## src/hw/cdc_exec_regs.vh

```
// constants and opcode encodings for the clear/decrement/call execution unit
// Contract
// - watchdog clear loads counter zero and clears its prescaler.
// - watchdog clear sets both active-low timeout and powerdown flags.
// - call via accumulator pushes return address onto stack top first.
// - then pc low byte from accumulator, pc high from high latch bits 6..0.
// - call via accumulator takes two instruction cycles.
// - complement writes inverted file to destination, updates zero flag.
// - clear file writes zero to addressed register and sets zero flag.
// - clear accumulator writes zero to accumulator and sets zero flag.
// - decrement writes file minus one to chosen destination, updates zero.
// - decrement-skip writes file minus one to destination, flags unchanged.
// - nonzero decrement-skip result lets next instruction run normally.
// - zero result discards next instruction, runs no-op, two cycles.
`ifndef CDC_EXEC_REGS_VH
`define CDC_EXEC_REGS_VH
`define CDC_OP_NONE      3'h0
`define CDC_OP_WDTCLR    3'h1
`define CDC_OP_CALLACC   3'h2
`define CDC_OP_COMPL     3'h3
`define CDC_OP_CLRFILE   3'h4
`define CDC_OP_CLRACC    3'h5
`define CDC_OP_DEC       3'h6
`define CDC_OP_DECSKIP   3'h7
`define CDC_ZERO8        8'h00
`define CDC_ONE8         8'h01
`define CDC_ZERO15       15'h0000
`define CDC_ONE15        15'h0001
`define CDC_ZERO7        7'h00
`define CDC_PCH_MSB      6
`endif

```

## src/hw/cdc_exec.v

```verilog
// execution unit for watchdog clear, call via accumulator, clear/dec group
`timescale 1ns/1ns
`include "cdc_exec_regs.vh"
module cdc_exec (
  input  wire        clk_sys,
  input  wire        arst_n,
  input  wire        opValid,
  input  wire [2:0]  opCode,
  input  wire [6:0]  fileAddr,
  input  wire        destFile,
  input  wire [7:0]  fileData,
  input  wire [7:0]  accData,
  input  wire [7:0]  pcHighLatch,
  input  wire [14:0] pcIn,
  output reg         opReady,
  output reg         nextDiscard,
  output reg         accWe,
  output reg  [7:0]  accWdata,
  output reg         fileWe,
  output reg  [6:0]  fileWaddr,
  output reg  [7:0]  fileWdata,
  output reg         zeroWe,
  output reg         zeroVal,
  output reg         wdtClear,
  output reg         timeoutFlagNSet,
  output reg         powerdownFlagNSet,
  output reg         stackPush,
  output reg  [14:0] stackData,
  output reg         pcWe,
  output reg  [14:0] pcWdata
);

  localparam ST_RUN  = 2'h1;
  localparam ST_WAIT = 2'h2;

  reg [1:0]  state_r;
  reg [1:0]  state_nxt;
  reg [7:0]  result;
  reg        take;
  reg        twoCycle;

  // next values of the registered outputs
  reg        opReady_nxt;
  reg        nextDiscard_nxt;
  reg        accWe_nxt;
  reg [7:0]  accWdata_nxt;
  reg        fileWe_nxt;
  reg [6:0]  fileWaddr_nxt;
  reg [7:0]  fileWdata_nxt;
  reg        zeroWe_nxt;
  reg        zeroVal_nxt;
  reg        wdtClear_nxt;
  reg        timeoutFlagNSet_nxt;
  reg        powerdownFlagNSet_nxt;
  reg        stackPush_nxt;
  reg [14:0] stackData_nxt;
  reg        pcWe_nxt;
  reg [14:0] pcWdata_nxt;

  // shared arithmetic and decoding
  function [7:0] dec8;
    input [7:0] v;
    begin
      dec8 = v - `CDC_ONE8;
    end
  endfunction

  function is_zero8;
    input [7:0] v;
    begin
      is_zero8 = (v == `CDC_ZERO8);
    end
  endfunction

  function [14:0] ret_addr;
    input [14:0] pc;
    begin
      ret_addr = pc + `CDC_ONE15;
    end
  endfunction

  function [14:0] call_target;
    input [7:0] hi;
    input [7:0] lo;
    begin
      call_target = {hi[`CDC_PCH_MSB:0], lo};
    end
  endfunction

  function op_stalls;
    input [2:0] code;
    input [7:0] fdata;
    begin
      op_stalls = (code == `CDC_OP_CALLACC) ||
                  ((code == `CDC_OP_DECSKIP) && is_zero8(dec8(fdata)));
    end
  endfunction

  // data-path result
  always @* begin
    result = `CDC_ZERO8;
    case (opCode)
      `CDC_OP_COMPL:   result = ~fileData;
      `CDC_OP_DEC:     result = dec8(fileData);
      `CDC_OP_DECSKIP: result = dec8(fileData);
      default:         result = `CDC_ZERO8;
    endcase
  end

  // acceptance, wait cycle and completion
  always @* begin
    take      = opValid && (state_r == ST_RUN);
    twoCycle  = take && op_stalls(opCode, fileData);
    state_nxt = state_r;
    case (state_r)
      ST_RUN: begin
        if (twoCycle) begin
          state_nxt = ST_WAIT;
        end
      end
      ST_WAIT: begin
        state_nxt = ST_RUN;
      end
      default: begin
        state_nxt = ST_RUN;
      end
    endcase
    opReady_nxt = (take && !twoCycle) || (state_r == ST_WAIT);
    nextDiscard_nxt = take && (opCode == `CDC_OP_DECSKIP) &&
                      is_zero8(result);
  end

  // accumulator write-back
  always @* begin
    accWe_nxt    = 1'h0;
    accWdata_nxt = accWdata;
    if (take) begin
      case (opCode)
        `CDC_OP_COMPL, `CDC_OP_DEC: begin
          accWe_nxt    = !destFile;
          accWdata_nxt = result;
        end
        `CDC_OP_CLRACC: begin
          accWe_nxt    = 1'h1;
          accWdata_nxt = `CDC_ZERO8;
        end
        `CDC_OP_DECSKIP: begin
          accWe_nxt    = !destFile;
          accWdata_nxt = result;
        end
        default: begin
          accWe_nxt    = 1'h0;
        end
      endcase
    end
  end

  // file register write-back
  always @* begin
    fileWe_nxt    = 1'h0;
    fileWaddr_nxt = fileWaddr;
    fileWdata_nxt = fileWdata;
    if (take) begin
      fileWaddr_nxt = fileAddr;
      case (opCode)
        `CDC_OP_COMPL, `CDC_OP_DEC: begin
          fileWe_nxt    = destFile;
          fileWdata_nxt = result;
        end
        `CDC_OP_CLRFILE: begin
          fileWe_nxt    = 1'h1;
          fileWdata_nxt = `CDC_ZERO8;
        end
        `CDC_OP_DECSKIP: begin
          fileWe_nxt    = destFile;
          fileWdata_nxt = result;
        end
        default: begin
          fileWe_nxt    = 1'h0;
        end
      endcase
    end
  end

  // zero flag update; dec-skip leaves flags alone
  always @* begin
    zeroWe_nxt  = 1'h0;
    zeroVal_nxt = zeroVal;
    if (take) begin
      case (opCode)
        `CDC_OP_COMPL, `CDC_OP_DEC: begin
          zeroWe_nxt  = 1'h1;
          zeroVal_nxt = is_zero8(result);
        end
        `CDC_OP_CLRFILE, `CDC_OP_CLRACC: begin
          zeroWe_nxt  = 1'h1;
          zeroVal_nxt = 1'h1;
        end
        default: begin
          zeroWe_nxt  = 1'h0;
        end
      endcase
    end
  end

  // watchdog clear and call via accumulator
  always @* begin
    wdtClear_nxt          = take && (opCode == `CDC_OP_WDTCLR);
    timeoutFlagNSet_nxt   = wdtClear_nxt;
    powerdownFlagNSet_nxt = wdtClear_nxt;
    stackPush_nxt         = take && (opCode == `CDC_OP_CALLACC);
    pcWe_nxt              = stackPush_nxt;
    stackData_nxt         = stackData;
    pcWdata_nxt           = pcWdata;
    if (stackPush_nxt) begin
      stackData_nxt = ret_addr(pcIn);
      pcWdata_nxt   = call_target(pcHighLatch, accData);
    end
  end

  // state register
  always @(posedge clk_sys or negedge arst_n) begin
    if (!arst_n) begin
      state_r <= ST_RUN;
    end else begin
      state_r <= state_nxt;
    end
  end

  // completion and skip pulses
  always @(posedge clk_sys or negedge arst_n) begin
    if (!arst_n) begin
      opReady     <= 1'h0;
      nextDiscard <= 1'h0;
    end else begin
      opReady     <= opReady_nxt;
      nextDiscard <= nextDiscard_nxt;
    end
  end

  // accumulator write port
  always @(posedge clk_sys or negedge arst_n) begin
    if (!arst_n) begin
      accWe    <= 1'h0;
      accWdata <= `CDC_ZERO8;
    end else begin
      accWe    <= accWe_nxt;
      accWdata <= accWdata_nxt;
    end
  end

  // file register write port
  always @(posedge clk_sys or negedge arst_n) begin
    if (!arst_n) begin
      fileWe    <= 1'h0;
      fileWaddr <= `CDC_ZERO7;
      fileWdata <= `CDC_ZERO8;
    end else begin
      fileWe    <= fileWe_nxt;
      fileWaddr <= fileWaddr_nxt;
      fileWdata <= fileWdata_nxt;
    end
  end

  // zero flag write port
  always @(posedge clk_sys or negedge arst_n) begin
    if (!arst_n) begin
      zeroWe  <= 1'h0;
      zeroVal <= 1'h0;
    end else begin
      zeroWe  <= zeroWe_nxt;
      zeroVal <= zeroVal_nxt;
    end
  end

  // watchdog and status strobes
  always @(posedge clk_sys or negedge arst_n) begin
    if (!arst_n) begin
      wdtClear          <= 1'h0;
      timeoutFlagNSet   <= 1'h0;
      powerdownFlagNSet <= 1'h0;
    end else begin
      wdtClear          <= wdtClear_nxt;
      timeoutFlagNSet   <= timeoutFlagNSet_nxt;
      powerdownFlagNSet <= powerdownFlagNSet_nxt;
    end
  end

  // return stack push and program counter load
  always @(posedge clk_sys or negedge arst_n) begin
    if (!arst_n) begin
      stackPush <= 1'h0;
      stackData <= `CDC_ZERO15;
      pcWe      <= 1'h0;
      pcWdata   <= `CDC_ZERO15;
    end else begin
      stackPush <= stackPush_nxt;
      stackData <= stackData_nxt;
      pcWe      <= pcWe_nxt;
      pcWdata   <= pcWdata_nxt;
    end
  end

endmodule

```

## config.mk

```make
export PLATFORM = sky130hd
export DESIGN_NAME = cdc_exec
export DESIGN_NICKNAME = d
export VERILOG_FILES = /design/src/hw/cdc_exec.v
export VERILOG_INCLUDE_DIRS = /design/src /design/src/hw
export SDC_FILE = /design/constraint.sdc
export NUM_CORES = 1
export LEC_CHECK = 0
export ABC_AREA = 1
export BUFFER_PORTS_ARGS = -buffer_cell sky130_fd_sc_hd__buf_2
export CAP_MARGIN = 20
export CELL_PAD_IN_SITES_DETAIL_PLACEMENT = 0
export CELL_PAD_IN_SITES_GLOBAL_PLACEMENT = 1
export CORE_AREA = 2 2 88 124
export DETAILED_ROUTE_END_ITERATION = 8
export DIE_AREA = 0 0 90 126
export GPL_TIMING_DRIVEN = 0
export PLACE_DENSITY = 0.77
export SYNTH_ARGS = -nofsm -noshare
export SYNTH_HDL_FRONTEND = slang
export SYNTH_SLANG_ARGS = --single-unit
```

## constraint.sdc

```tcl
create_clock -name clk_sys -period 1.93 [get_ports clk_sys]
set_clock_uncertainty 0.05 [all_clocks]
set_input_delay 0.193 -clock clk_sys [delete_from_list [all_inputs] [get_ports clk_sys]]
set_output_delay 0.193 -clock clk_sys [all_outputs]
set_load 0.05 [all_outputs]
```

==> results.md <==
* Depth of the worst hold-timing path at 3
* Worst Setup Start Kind: flop
* Distinct cells, synth at 31
* Hold Buf Count CTS at 4
* Final setup fails at 0
* Post_cts resized at 0
* Largest net degree at the start of global routing at 64
* Worst reg2reg path depth at 9
* Max stage delay cell, worst path: dfstp_2
* Fin crit share at 0.897
* Area contributors post-synth: dfrtp_1 (52%), nand2_1 (18%), inv_1 (5.3%)
* Asr flop ratio synth at 1.00
* Via-per-instance ratio at 4.37
* Fmax at 578 MHz
* Die W at 90 um
* Largest delay contributor family on the critical path: simple AND/OR/NAND/NOR gates
* Met3 Track Usage GR at 0.0437
* Dpl cell area at 3750 um2
* Syn_area_per_cell at 8.09 um2
* Syn Std Cell Area at roughly 3000 um2
* Core Region at 10200 um2
* Residual DRC at 0
* R2R setup slack at around 0.2 ns
* Post-DP HPWL at slightly above 6000 um
* Critical path arrival at 1.90 ns
* Crit-path max cell delay at about 0.52 ns
* Diodes inserted at 0
* Post-synth top flop: dfrtp_1
* Gr busiest metal: met2
* First-pass GRT wire length at 12800 um
* CP dominant cell by count: nand2_1
* DR pass1 iterations at 4
* Worst hold slack at 0.0181 ns
* Skew-Pair Late Insertion Delay at 0.32 ns
* Worst-path cell chain: nand2_1 -> nor2_1 -> inv_2 -> nor2_4 -> inv_2 -> buf_6 -> buf_2 -> nand2_1 -> nand2_1
* RSZ-0062 raised after global routing: false
* Tot Pwr at 4.72 mW
* Max clock buf depth at 2
* Top-area cell type share of the netlist area at 0.517
* Yosys reg bits at 63
* Via Count at 2807
* Syn Nets at 427
* Num ports at 117
* Setup TNS at 0 ns
* Slew of the pin with the lowest slew margin at 0.797 ns
* Final WL at roughly 7900 um
* Slew Limit Fails at 0
* Cell taking the most area after synthesis: dfrtp_1
* Leakage at 2.28 nW
* Worst hold path class: in -> reg
* Clock slew seen by the registers of the worst setup and hold paths at ~0.05 ns
* Worst setup margin at 0.199 ns
* Number of fill cells in the layout at 1108
* Core Rows at 44
* GRT Total Usage at 0.144
* Crit path time final at roughly 1.7 ns
* Register area at 1580 um2
* Synth-to-Final Area Change at 36.9%
* Setup WS pre-CTS at roughly 0.069 ns
* Worst Setup End Kind: flop
* HP Start: accData[3]
* Sink Count at 63
* Vias in the first global route at 2643
* Grt met1 use at 0.160
* GP Congestion at between 0.8 and 0.9
* Max FO, Critical Path at 10
* Max cap viols at 0
* Post-synth EDFFs at 0
* WHS Endpoint: pcWdata[3]
* Final Cell Area at 4110 um2
* Post-Synthesis Cells at 371
* CTS Root Cell: clkbuf_16
* Htree depth at 3
* Vert. Die Dim at 126 um
* YS warnings at 0
* Pwr Density at 1150 nW/um2
* Grt total ovfl at 0
* CTS tree: yes
* Area of the multi-input gates at 1170 um2
* Worst vdd ir at 375 uV
* Required @ worst endpoint at 2.10 ns
* Initial core utilization at 0.293
* Hold Fails Final Rpt at 0
* Die area at 11300 um2
* Share of cells above drive strength 1 at 0.309
* Worst r2r src: state_r[0]
* Avg WL per Cell at 12.2 um
* Nets at 556
* Initial antenna violation count at 0
* CP Buf/Inv Count at 4
* Reg2reg end: stackData[1]
* Register area share after synthesis at 0.526
* Met2 usage at 0.252
* Post-CTS Setup Inserts at 0
* Setup CP Type: reg -> reg
* Relative slew margins at 0.469
* TritonCTS Buffers at 9
* # port buffers at 114
* Outcome: finished clean
* Antenna-violating nets left at 0
* Iter 0 DRT Violations at 81
[through the flow]
stage               utilization  instances
CTS                       0.401        643
detailed placement        0.366        623
finish                    0.401        643
floorplan                     -        371
global route              0.401        643
global placement          0.366        623
[area by class of cell]
| cell class | instances | area share |
|---|---|---|
| Buffer | 13 | 0.0186 |
| Clock buffer | 9 | 0.0548 |
| Clock inverter | 7 | 0.0238 |
| Inverter | 47 | 0.0429 |
| Multi-Input combinational cell | 248 | 0.285 |
| Sequential cell | 63 | 0.384 |
| Tap cell | 138 | 0.0420 |
| Timing Repair Buffer | 118 | 0.149 |
[metal layers]
metal  vias to the layer above  part of all wire
met5                         -                 0
met1                      1295              0.41
met2                        90              0.52
met3                        13             0.048
met4                         0             0.022
li1                       1409                 -
[worst reg2reg max path: cells and delay by family, from the launching register on]
family                 cells  cell delay, ns
AND/OR/NAND/NOR            5            0.58
flip-flops                 1            0.52
buffers and inverters      4            0.47
[cells by family after synthesis]
| family | after synthesis | share of synthesized area |
|---|---|---|
| flops | 63 | 0.526 |
| fa+ha+maj | 3 | 0.0125 |
| xor+xnor | 10 | 0.0292 |
| buf+inv | 60 | 0.0842 |
| compound gates | 41 | 0.0759 |
| simple gates | 194 | 0.272 |
[flip-flops by register name, summed over array words and instances (netlist names), 2 cells and up]
register	flops
stackData	15
fileWdata	8
fileWaddr	7
state_r	2
accWdata	8
pcWdata	15
[cell usage in the layout (no fill, tap or decap), types with 2 or more instances in the layout]
cell	instances
xor2_1	8
nor2_1	13
nor3_1	6
nand3b_1	3
o31ai_1	2
nand2_1	143
nor2_2	4
o21a_1	4
bufinv_16	2
clkinv_4	2
nand4_1	3
dfrtp_1	62
buf_2	117
buf_4	5
o21ai_0	25
inv_2	5
a21oi_1	5
clkbuf_16	9
xnor2_1	2
dlygate4sd3_1	4
nand3_1	15
inv_1	42
clkinvlp_4	2
nor3_2	3
o21ai_1	2
ha_1	3
clkbuf_1	4
[power breakdown]
part	internal (mW)	switching, mW
sequential	1.52	0.106
combinational	0.306	1.06
clock	1.13	0.595
[Yosys cell counts, types with 4 or more instances]
master,count
clkbuf_1,4
inv_1,42
xor2_1,8
dfrtp_1,62
nor2_2,4
o21ai_0,25
nor2_1,13
a21oi_1,5
buf_2,4
buf_4,4
nand3_1,15
o21a_1,4
inv_2,5
nor3_1,6
nand2_1,143
[how the worst max path moves through the flow]
stage,to,cells after the start,slack [ns],from
final,stackData[1],9,0.20,state_r[0]
after global routing,zeroVal,8,0.03,state_r[0]
after CTS,pcWdata[9],9,0.18,state_r[0]
after detailed placement,state_r[0],12,0.07,fileData[0]
after global placement,nextDiscard,13,0.1,fileData[0]
after floorplan,pcWdata[10],9,0.38,state_r[0]
Note: power is estimated with default switching activity, not from simulation.
